$ cat config.mk
export PLATFORM = sky130hd
export DESIGN_NAME = multi_frame_rx_buffer
export DESIGN_NICKNAME = d
export VERILOG_FILES = /design/src/design/mfr_sub_buffer.v /design/src/design/mfr_gap_timer.v /design/src/design/multi_frame_rx_buffer.v
export VERILOG_INCLUDE_DIRS = /design/src /design/src/design
export SDC_FILE = /design/constraint.sdc
export NUM_CORES = 2
export LEC_CHECK = 0
export BUFFER_PORTS_ARGS = -buffer_cell sky130_fd_sc_hd__buf_4
export CAP_MARGIN = 10
export CORE_UTILIZATION = 35
export CTS_BUF_LIST = sky130_fd_sc_hd__clkbuf_4 sky130_fd_sc_hd__clkbuf_8 sky130_fd_sc_hd__clkbuf_16
export DETAILED_ROUTE_END_ITERATION = 8
export SKIP_LAST_GASP = 1
export SLEW_MARGIN = 20
export SYNTH_ARGS = -nofsm -noshare
export SYNTH_HDL_FRONTEND = slang
export SYNTH_SLANG_ARGS = --single-unit
export TNS_END_PERCENT = 5
$ cat constraint.sdc
create_clock -name I_SYS_CLK -period 16.5 [get_ports I_SYS_CLK]
set_clock_uncertainty 0.1 [all_clocks]
set_input_delay 4.95 -clock I_SYS_CLK [delete_from_list [all_inputs] [get_ports I_SYS_CLK]]
set_output_delay 4.95 -clock I_SYS_CLK [all_outputs]
set_load 0.02 [all_outputs]
$ cat src/design/multi_frame_rx_defs.vh
`ifndef MULTI_FRAME_RX_DEFS_VH
`define MULTI_FRAME_RX_DEFS_VH

// Register map, byte addresses on the 9-bit register port
`define MFR_REG_CTRL 9'h000
`define MFR_REG_EVENT 9'h004
`define MFR_REG_RXSTAT 9'h008
`define MFR_BUF_BASE 9'h100
`define MFR_BUF_SEL_BIT 8

// Transceive control fields
`define MFR_CTRL_EN_BIT 0
`define MFR_CTRL_IDLE_BIT 2
`define MFR_CTRL_RESET 1'b0

// Event status fields, write one to clear
`define MFR_EVT_RX_BIT 0
`define MFR_EVT_END_BIT 1

// Receive status fields
`define MFR_RXS_CNT_LSB 0
`define MFR_RXS_BUSY_BIT 4

// Per-frame status word layout
`define MFR_SW_CNT_LSB 0
`define MFR_SW_CNT_W 8
`define MFR_SW_ANY_BIT 8
`define MFR_SW_CRC_BIT 9
`define MFR_SW_SHORT_BIT 10
`define MFR_SW_COLL_BIT 11
`define MFR_SW_LEN_BIT 12

// Buffer partitioning
`define MFR_MAX_FRAMES 8
`define MFR_SUB_BYTES 32
`define MFR_MAX_PAYLOAD 28

// Receiver gap timing
`define MFR_CLK_FREQ_KHZ 200000
`define MFR_RF_FREQ_KHZ 13560
`define MFR_GAP_RF_CYCLES 2
`define MFR_GAP_MAX_NS 2000
`define MFR_GAP_CLKS ((`MFR_GAP_RF_CYCLES * `MFR_CLK_FREQ_KHZ + \
    `MFR_RF_FREQ_KHZ - 1) / `MFR_RF_FREQ_KHZ)
`define MFR_GAP_MAX_CLKS (`MFR_GAP_MAX_NS * (`MFR_CLK_FREQ_KHZ / 1000) \
    / 1000)

`endif

$ cat src/design/mfr_sub_buffer.v
`timescale 1ns/1ps
`default_nettype none

module mfr_sub_buffer #(
    parameter DEPTH = 64,
    parameter AW = 6
) (
    input wire i_clk,
    input wire i_rst_b,
    input wire i_we,
    input wire [AW-1:0] i_waddr,
    input wire [31:0] i_wdata,
    input wire [3:0] i_be,
    input wire i_rd,
    input wire [AW-1:0] i_raddr,
    input wire i_alt_sel,
    input wire [31:0] i_alt_data,
    output reg [31:0] o_q
);

wire [31:0] rd_word;

////////////////////////////////////////////////////////////////
// One array per byte lane keeps each lane single-driven
genvar g;
generate
    for (g = 0; g < 4; g = g + 1) begin : lane
        reg [7:0] mem [0:DEPTH-1];
        always @(posedge i_clk) begin
            if (i_we && i_be[g]) begin
                mem[i_waddr] <= i_wdata[8*g+7:8*g];
            end
        end
        assign rd_word[8*g+7:8*g] = mem[i_raddr];
    end
endgenerate

////////////////////////////////////////////////////////////////
// Register data share this flop so the read port stays registered
always @(posedge i_clk or negedge i_rst_b) begin
    if (!i_rst_b) begin
        o_q <= 32'h0000_0000;
    end else if (i_rd) begin
        o_q <= i_alt_sel ? i_alt_data : rd_word;
    end else begin
        o_q <= 32'h0000_0000;
    end
end

endmodule

`default_nettype wire

$ cat src/design/mfr_gap_timer.v
`timescale 1ns/1ps
`default_nettype none

module mfr_gap_timer #(
    parameter CYCLES = 30
) (
    input wire i_clk,
    input wire i_rst_b,
    input wire i_start,
    output reg o_done
);

reg [15:0] cnt_q;
reg run_q;

always @(posedge i_clk or negedge i_rst_b) begin
    if (!i_rst_b) begin
        cnt_q <= 16'h0000;
        run_q <= 1'b0;
        o_done <= 1'b0;
    end else begin
        o_done <= 1'b0;
        if (i_start) begin
            cnt_q <= 16'h0001;
            run_q <= 1'b1;
        end else if (run_q) begin
            cnt_q <= cnt_q + 16'h0001;
            if (cnt_q >= CYCLES[15:0] - 16'h0001) begin
                run_q <= 1'b0;
                o_done <= 1'b1;
            end
        end
    end
end

endmodule

`default_nettype wire

$ cat src/design/multi_frame_rx_buffer.v
// The strobed register port and the placing of the registers were chosen for this implementation.
`timescale 1ns/1ps
`default_nettype none
`include "multi_frame_rx_defs.vh"

module multi_frame_rx_buffer #(
    parameter MAX_FRAMES = `MFR_MAX_FRAMES,
    parameter SUB_BYTES = `MFR_SUB_BYTES,
    parameter MAX_PAYLOAD = `MFR_MAX_PAYLOAD,
    parameter GAP_CLKS = `MFR_GAP_CLKS
) (
    input wire I_SYS_CLK,
    input wire I_RST_B,
    input wire [8:0] I_ADDR,
    input wire [31:0] I_WDATA,
    input wire I_WR,
    input wire I_RD,
    output wire [31:0] O_RDATA,
    input wire I_CYCLE_START,
    input wire I_RX_SOF,
    input wire I_RX_VALID,
    input wire [7:0] I_RX_DATA,
    input wire I_RX_EOF,
    input wire I_CRC_OK,
    input wire I_COLLISION,
    output reg O_RX_ENABLE,
    output reg O_FRAME_DONE,
    output reg O_AWAIT_SEND,
    output reg O_BUSY
);

localparam FW = $clog2(MAX_FRAMES);
localparam BW = $clog2(SUB_BYTES);
localparam WAW = FW + BW - 2;
localparam DEPTH = MAX_FRAMES * SUB_BYTES / 4;

localparam [1:0] ST_IDLE = 2'd0;
localparam [1:0] ST_RECV = 2'd1;
localparam [1:0] ST_STAT = 2'd2;
localparam [1:0] ST_GAP = 2'd3;

localparam [7:0] PAYLOAD_MAX = MAX_PAYLOAD;
localparam [FW:0] FRAMES_MAX = MAX_FRAMES;

reg [1:0] state_q;
reg en_q;
reg [FW:0] frames_q;
reg in_frame_q;
reg [7:0] cnt_q;
reg [7:0] len_q;
reg len_big_q;
reg [31:0] status_q;
reg evt_rx_q;
reg evt_end_q;
reg gap_start_q;

wire gap_done;
wire wr_ctrl = I_WR && (I_ADDR == `MFR_REG_CTRL);
wire wr_evt = I_WR && (I_ADDR == `MFR_REG_EVENT);
wire idle_cmd = wr_ctrl && I_WDATA[`MFR_CTRL_IDLE_BIT];

////////////////////////////////////////////////////////////////
// Frame byte capture and status word build
wire byte_in = (state_q == ST_RECV) && in_frame_q && I_RX_VALID;
wire first_big = (cnt_q == 8'h00) && (I_RX_DATA > PAYLOAD_MAX);
// Nothing is copied once the length byte is seen to be too large
wire store_ok = (cnt_q < PAYLOAD_MAX) && !first_big && !len_big_q;
wire byte_we = byte_in && store_ok && !idle_cmd;
wire frame_end = (state_q == ST_RECV) && in_frame_q && I_RX_EOF;

wire short_f = (cnt_q < len_q);
wire len_f = len_big_q || short_f;
wire crc_f = !I_CRC_OK;
wire any_f = crc_f || short_f || I_COLLISION;

reg [31:0] status_d;
always @* begin
    status_d = 32'h0000_0000;
    status_d[`MFR_SW_CNT_LSB +: `MFR_SW_CNT_W] = cnt_q;
    status_d[`MFR_SW_ANY_BIT] = any_f;
    status_d[`MFR_SW_CRC_BIT] = crc_f;
    status_d[`MFR_SW_SHORT_BIT] = short_f;
    status_d[`MFR_SW_COLL_BIT] = I_COLLISION;
    status_d[`MFR_SW_LEN_BIT] = len_f;
end

////////////////////////////////////////////////////////////////
// Buffer write port: one byte lane per data byte, full word for status
wire [FW-1:0] frame_idx = frames_q[FW-1:0];
wire [BW-1:0] byte_idx = cnt_q[BW-1:0];
wire stat_we = (state_q == ST_STAT);
wire mem_we = byte_we || stat_we;
// Sub-buffer base is 32 times the frames already captured
wire [WAW-1:0] mem_waddr = stat_we ?
    {frame_idx, {(BW-2){1'b1}}} :
    {frame_idx, byte_idx[BW-1:2]};
wire [31:0] mem_wdata = stat_we ? status_q : {4{I_RX_DATA}};
wire [3:0] mem_be = stat_we ? 4'hf :
    (4'h1 << byte_idx[1:0]);

////////////////////////////////////////////////////////////////
// Register read data
reg [31:0] reg_rdata;
always @* begin
    reg_rdata = 32'h0000_0000;
    case (I_ADDR)
        `MFR_REG_CTRL: begin
            reg_rdata[`MFR_CTRL_EN_BIT] = en_q;
        end
        `MFR_REG_EVENT: begin
            reg_rdata[`MFR_EVT_RX_BIT] = evt_rx_q;
            reg_rdata[`MFR_EVT_END_BIT] = evt_end_q;
        end
        `MFR_REG_RXSTAT: begin
            reg_rdata[`MFR_RXS_CNT_LSB +: FW+1] = frames_q;
            reg_rdata[`MFR_RXS_BUSY_BIT] = O_BUSY;
        end
        default: begin
            reg_rdata = 32'h0000_0000;
        end
    endcase
end

wire buf_sel = I_ADDR[`MFR_BUF_SEL_BIT];

mfr_sub_buffer #(
    .DEPTH(DEPTH),
    .AW(WAW)
) u_buf (
    .i_clk(I_SYS_CLK),
    .i_rst_b(I_RST_B),
    .i_we(mem_we),
    .i_waddr(mem_waddr),
    .i_wdata(mem_wdata),
    .i_be(mem_be),
    .i_rd(I_RD),
    .i_raddr(I_ADDR[WAW+1:2]),
    .i_alt_sel(!buf_sel),
    .i_alt_data(reg_rdata),
    .o_q(O_RDATA)
);

// Gap is counted from gap_start_q, which rises one cycle after the receiver drops
mfr_gap_timer #(
    .CYCLES(GAP_CLKS)
) u_gap (
    .i_clk(I_SYS_CLK),
    .i_rst_b(I_RST_B),
    .i_start(gap_start_q),
    .o_done(gap_done)
);

////////////////////////////////////////////////////////////////
// Control register and sticky events
always @(posedge I_SYS_CLK or negedge I_RST_B) begin
    if (!I_RST_B) begin
        en_q <= `MFR_CTRL_RESET;
        evt_rx_q <= 1'b0;
        evt_end_q <= 1'b0;
    end else begin
        if (wr_ctrl) begin
            en_q <= I_WDATA[`MFR_CTRL_EN_BIT];
        end
        // Hardware set wins over a same-cycle clear
        if (stat_we) begin
            evt_rx_q <= 1'b1;
        end else if (wr_evt && I_WDATA[`MFR_EVT_RX_BIT]) begin
            evt_rx_q <= 1'b0;
        end
        if (stat_we && (frames_q + 1'b1 == FRAMES_MAX)) begin
            evt_end_q <= 1'b1;
        end else if (wr_evt && I_WDATA[`MFR_EVT_END_BIT]) begin
            evt_end_q <= 1'b0;
        end
    end
end

////////////////////////////////////////////////////////////////
// Multi-frame sequencer
always @(posedge I_SYS_CLK or negedge I_RST_B) begin
    if (!I_RST_B) begin
        state_q <= ST_IDLE;
        frames_q <= {(FW+1){1'b0}};
        in_frame_q <= 1'b0;
        cnt_q <= 8'h00;
        len_q <= 8'h00;
        len_big_q <= 1'b0;
        status_q <= 32'h0000_0000;
        gap_start_q <= 1'b0;
        O_RX_ENABLE <= 1'b0;
        O_FRAME_DONE <= 1'b0;
        O_AWAIT_SEND <= 1'b0;
        O_BUSY <= 1'b0;
    end else begin
        O_FRAME_DONE <= 1'b0;
        O_AWAIT_SEND <= 1'b0;
        gap_start_q <= 1'b0;
        if (idle_cmd) begin
            // Abandoned cycle keeps frames already captured
            state_q <= ST_IDLE;
            in_frame_q <= 1'b0;
            O_RX_ENABLE <= 1'b0;
            O_BUSY <= 1'b0;
        end else begin
            case (state_q)
                ST_IDLE: begin
                    if (I_CYCLE_START && en_q) begin
                        frames_q <= {(FW+1){1'b0}};
                        state_q <= ST_RECV;
                        O_RX_ENABLE <= 1'b1;
                        O_BUSY <= 1'b1;
                    end
                end
                ST_RECV: begin
                    if (I_RX_SOF) begin
                        in_frame_q <= 1'b1;
                        cnt_q <= 8'h00;
                        len_q <= 8'h00;
                        len_big_q <= 1'b0;
                    end else if (frame_end) begin
                        status_q <= status_d;
                        in_frame_q <= 1'b0;
                        O_RX_ENABLE <= 1'b0;
                        state_q <= ST_STAT;
                    end else if (byte_in) begin
                        if (cnt_q == 8'h00) begin
                            len_q <= I_RX_DATA;
                            len_big_q <= first_big;
                        end
                        if (cnt_q != 8'hff) begin
                            cnt_q <= cnt_q + 8'h01;
                        end
                    end
                end
                ST_STAT: begin
                    frames_q <= frames_q + 1'b1;
                    O_FRAME_DONE <= 1'b1;
                    if (frames_q + 1'b1 == FRAMES_MAX) begin
                        state_q <= ST_IDLE;
                        O_AWAIT_SEND <= 1'b1;
                        O_BUSY <= 1'b0;
                    end else begin
                        state_q <= ST_GAP;
                        gap_start_q <= 1'b1;
                    end
                end
                ST_GAP: begin
                    if (gap_done) begin
                        state_q <= ST_RECV;
                        O_RX_ENABLE <= 1'b1;
                    end
                end
                default: begin
                    state_q <= ST_IDLE;
                end
            endcase
        end
    end
end

endmodule

`default_nettype wire

### Word-level counts from Yosys, hierarchy flattened

Memories as Yosys holds them, arrays and structs flattened.
Index checks and enable logic that the tools add are counted.

| word-level totals | value |
|---|---|
| register bits after elaboration | 95 |
| logic and storage cells | 165 |
| input bits | 59 |
| output and inout port bits | 36 |
| RAM bits | 2048 |
| memories kept | 4 |

| operators by class | value |
|---|---|
| magnitude comparators | 4 |
| $add $sub $neg | 3 |
| bitwise logic cells | 2 |
| shifts and indexed selects | 1 |
| reductions and logical operators | 49 |
| equal/unequal tests | 14 |
| muxes and demuxes | 69 |

Memories:

| name | words | bits a word | read ports | clocked after memory_dff | wr ports | line | RTL |
|---|---|---|---|---|---|---|---|
| u_buf.lane[0].mem | 64 | 8 | 1 | 0 | 1 | mfr_sub_buffer.v:28 | `reg [7:0] mem [0:DEPTH-1];` |
| u_buf.lane[1].mem | 64 | 8 | 1 | 0 | 1 | mfr_sub_buffer.v:28 |  |
| u_buf.lane[2].mem | 64 | 8 | 1 | 0 | 1 | mfr_sub_buffer.v:28 |  |
| u_buf.lane[3].mem | 64 | 8 | 1 | 0 | 1 | mfr_sub_buffer.v:28 |  |

Operator list:

| operator | number |
|---|---|
| two-way mux 32 bit | 3 |
| two-way mux 8 bit | 8 |
| two-way mux 1 bit | 40 |
| two-way mux 16 bit | 2 |
| logical AND 1 bit | 19 |
| adder 16 x 1 -> 16 bit (second input constant) | 1 |
| greater-or-equal comparator 16 x 5 -> 1 bit (second input constant) | 1 |
| nonzero test 2 bit | 8 |
| AND reduction 5 bit | 3 |
| two-way mux 2 bit | 6 |
| equality test 9 x 3 -> 1 bit (second input constant) | 1 |
| equality test 9 x 4 -> 1 bit (second input constant) | 1 |
| logical NOT 9 bit | 1 |
| != test 3 bit (second input constant) | 3 |
| adder 8 x 1 -> 8 bit (second input constant) | 1 |
| > comparator 8 x 5 -> 1 bit (second input constant) | 1 |
| logical NOT 8 bit | 1 |
| < comparator 8 x 5 -> 1 bit (second input constant) | 1 |
| < comparator 8 bit | 1 |
| two-way mux 4 bit | 2 |
| != test 8 bit (second input constant) | 1 |
| case mux 2 bit (4 select lines) | 1 |
| case mux 4 bit (2 select lines) | 1 |
| AND reduction 4 bit | 2 |
| 18 further kinds | 33 |

### Depth between registers and ports, before layout

| depth | value |
|---|---|
| depth in word-level cells | 11 |
| mapped depth | 11 |
| depth with buffers taken out | 8 |

### Hierarchy

From an unflattened synthesis, not the netlist that was laid out.

| second synthesis, totals | value |
|---|---|
| cells, all modules | 4366 |
| area, all modules | 84918.9 um2 |

By module, submodules not included:

| module | seq. area each (um2) | area each (um2) | cells each | times used |
|---|---|---|---|---|
| mfr_sub_buffer | 62299.8 | 81117.8 | 3959 | 1 |
| multi_frame_rx_buffer | 1126.1 | 2845.2 | 308 | 1 |
| mfr_gap_timer | 450.4 | 955.9 | 99 | 1 |

### Worst setup path after synthesis

Ideal clock, no wire load.

| timing | value |
|---|---|
| kind | input port to flip-flop |
| from | input port I_RX_DATA[5] |
| to | memory u_buf.lane[0].mem[0][5] (data pin) |
| arrival time | 10.490 ns |
| path buffers | 0 |
| data required time | 16.052 ns |
| stages | 2 |
| slack | 5.561 ns |
| setup time | 0.348 ns |
| cells stage by stage | nor2b_1 a21o_1 |

| on the way | value |
|---|---|
| longest elaborated chain between the ends | 1 |

Ends and longest elaborated chain:

| element | line | RTL |
|---|---|---|
| start: declaration | multi_frame_rx_buffer.v:22 | `input wire [7:0] I_RX_DATA,` |
| two-way mux 32 bit | multi_frame_rx_buffer.v:97 | `wire [31:0] mem_wdata = stat_we ? status_q : {4{I_RX_DATA}};` |
| net mem_wdata[5] | multi_frame_rx_buffer.v:97 |  |
| end: declaration | mfr_sub_buffer.v:28 |  |

The timed path passes the listed nets, and every way through them passes these cells.

### Worst setup path after layout

| timing | value |
|---|---|
| from | input port I_ADDR[2] |
| to | register u_buf.o_q[26] |

| on the way | value |
|---|---|
| longest elaborated chain between the ends | 3 |

Ends and longest elaborated chain:

| element | line | RTL |
|---|---|---|
| start: declaration | multi_frame_rx_buffer.v:14 | `input wire [8:0] I_ADDR,` |
| memory (64 x 8 bit) | -- |  |
| two-way mux 32 bit | mfr_sub_buffer.v:44 | `o_q <= i_alt_sel ? i_alt_data : rd_word;` |
| two-way mux 32 bit | mfr_sub_buffer.v:43 | `end else if (i_rd) begin` |
| end signal: assignment | mfr_sub_buffer.v:44 |  |
| end: declaration | mfr_sub_buffer.v:18 | `output reg [31:0] o_q` |

Every way passes these cells.
A chain may end at the register's enable or synchronous reset.

==> results.yml <==
power:
  power_mw: 12.1
  p_int_mw: 9.29
  ir_drop_mv: 0.0958
  power.density_mw_per_mm2: 128
  seqPwrFrac_pct: 52.3
  power.switching_mw: 2.85
  clockPowerShare_pct: 38.9
  swShare_pct: 23.5
  p_leak_nw: 29.6
  p_comb_share_pct: 8.8
run_status:
  violations: "DRC"
  status: "finished with violations"
final_layout:
  syn2layout_area_growth_pct: 13.3
  layout_common_cells: "edfxtp_1, mux4_2, nor2_1"
  nets: 4061
  final_common_cell: "edfxtp_1"
  utilization_pct: 39.8
  drive_above_1_share_pct: 27.6
yosys:
  ys_types: 58
  synth_seq_cells: 2143
  ys.flop_type: "edfxtp_1"
  mappedNetlistArea_sq_mm: 0.0836
  synthArstFlopShare_pct: 4.43
  syn_area_per_cell_sq_um: 21.7
  syn-num-nets: 3938
  yosysWarnings: 0
  synthCells: 3859
  seq_area_frac_synth_pct: 76.4
  synth-edff-count: 2048
drt:
  viasPerCell: 5.40
  num_vias: 39600
  drtIter0Drc: 4739
  drc_errors: 3
  routed_wl_mm: 207
  wl_per_cell_um: 28.2
  first_pass_iters: 9
  ant_nets: 0
sta:
  clock.fmax_ghz: 0.111
  final.period_utilization_pct: 54.5
  slew_viol_final: 0
  setup_viol: 0
  rsz0062_at_grt: "no"
  tightest_slew_ns: 1.18
  hold_violations: 0
  maxSlewHeadroom_pct: 21.2
  fin_setup_tns_ns: 0
  finalCriticalPeriod_ns: 8.99
min_path:
  min_path_type: "flop to flop"
  hold_depth: 2
floorplan:
  start_util_pct: 35.2
  row_count: 179
  die_area_sq_mm: 0.241
  dieWidth_um: 491
  pin_count: 95
  placeableCoreArea_sq_mm: 0.238
  die_h_um: 491
clocking:
  clkLatencyLatePin_ns: 0.85
  clock-sinks: 2143
  numCtsBuffers: 205
  cts_setup_buffers: 0
  cts_hold_buf: 0
  path_clk_slew_ns: 0.06
  cts_tree: "built"
  cts_root_buffer: "clkbuf_16"
  cts_buffer_depth: 3
  cts_resized: 0
  cts_max_level: 4
critical_path:
  worstPathMaxFanout: 80
  startpoint_type: "input pin"
  cp-end-kind: "flop"
  reg2reg_depth: 9
  cp.required_ns: 17.05
  arrival_ns: 9.53
  worstSetupPathType: "input pin to flop"
grt:
  grt_overflow: 0
  grt.total_usage_pct: 17.0
  grt_max_degree: 194
  grt_pass1_wl_mm: 296
  grt_antenna_before_repair: 13
  grt_pass1_vias: 39700
place:
  place_congestion: 0.783
  io_buffers: 65
  dp_hpwl_mm: 122
flow_run:
  cap_violations: 0
layout make-up:
cell class | count | area (sq um)
antenna | 6 | 15.0
clock buffer | 276 | 5840
clock inverter | 105 | 956
fill | 20800 | 143000
inverter | 86 | 335
multi-input combinational | 1416 | 18600
sequential | 2143 | 63900
tap | 3167 | 3960
timing repair buffer | 130 | 1100
registers in the layout, summed over array words and instances (netlist names), 2 cells and up:
name and count:
u_buf.lane.mem 2048, state_q 2, u_buf.o_q 32, frames_q 4, u_gap.cnt_q 16, status_q 13, len_q 8, cnt_q 8
power by group through the flow:
stage,sequential (mW),clock (mW),combinational [mW]
floorplan,6.48,0,0.634
global placement,6.46,0,1.04
detailed placement,6.47,0,1.08
CTS,6.35,4.79,1.08
global route,6.36,4.99,1.15
finish,6.35,4.72,1.07
Yosys cell counts (19+ instances only):
master / number / area, sq um
mux2i_1: 26 / 260
nor3_1: 25 / 125
ha_1: 20 / 250
a21oi_1: 56 / 280
buf_4: 24 / 180
o221ai_1: 27 / 236
clkbuf_1: 83 / 312
o21ai_0: 27 / 135
buf_2: 89 / 445
nand2_1: 115 / 432
nor2_1: 270 / 1010
nand3_1: 19 / 95.1
nor2b_1: 49 / 307
dfrtp_1: 95 / 2380
inv_1: 86 / 323
mux4_2: 620 / 14000
edfxtp_1: 2048 / 61500
critical path, stage by stage:
cell and delay (ns):
buf_8 0.71, buf_4 0.63, buf_4 0.81, mux4_2 0.61, mux4_2 0.52, nor2b_1 0.16
a21oi_1 0.73, o221ai_1 0.27
per-stage QoR:
| stage | hold WS, ns | setup slack, ns | cells | area [sq um] |
|---|---|---|---|---|
| 6_report | 0.387 | 7.51 | 7329 | 94700 |
| 5_1_grt | 0.408 | 7.26 | 7324 | 94600 |
| 4_1_cts | 0.384 | 7.50 | 7323 | 94600 |
| 3_5_place_dp | 0.369 | 6.61 | 6942 | 87800 |
| 3_3_place_gp | 0.367 | 6.59 | 6942 | 87800 |
| 2_1_floorplan | 0.346 | 5.56 | 3859 | 83600 |
worst paths after layout:
check / slack (ns) / startpoint / to
worst max-delay path: 7.51 / I_ADDR[2] / u_buf.o_q[26]
worst min-delay path: 0.39 / evt_rx_q / evt_rx_q
worst max register to register: 11.40 / state_q[0] / u_buf.lane[0].mem[20][4]
worst min register to register: 0.39 / evt_rx_q / evt_rx_q
max in group asynchronous: 11.00 / I_RST_B / u_buf.o_q[27]
min in group asynchronous: 3.98 / I_RST_B / u_gap.cnt_q[6]
cell families (layout without fill, tap and decap cells):
group	count (synthesis)	count (layout)	share of synthesized area, %
multiplexers	658	658	17.2
AND/OR/NAND/NOR	556	556	2.99
buffers and inverters	300	597	1.62
XOR/XNOR	17	17	0.178
flip-flops	2143	2143	76.4
adder cells (fa/ha/maj)	20	20	0.299
AO/OA/AOI/OAI	165	165	1.31
other	0	6	0
routing by layer:
metal	track usage [%]	up-vias	part of all wire (%)
li1	-	16200	-
met1	24.6	21500	43
met2	26.5	1543	47
met3	3.30	280	7.6
met4	4.34	12	2.5
met5	0	-	0.039
Note: power is estimated with default switching activity, not from simulation.
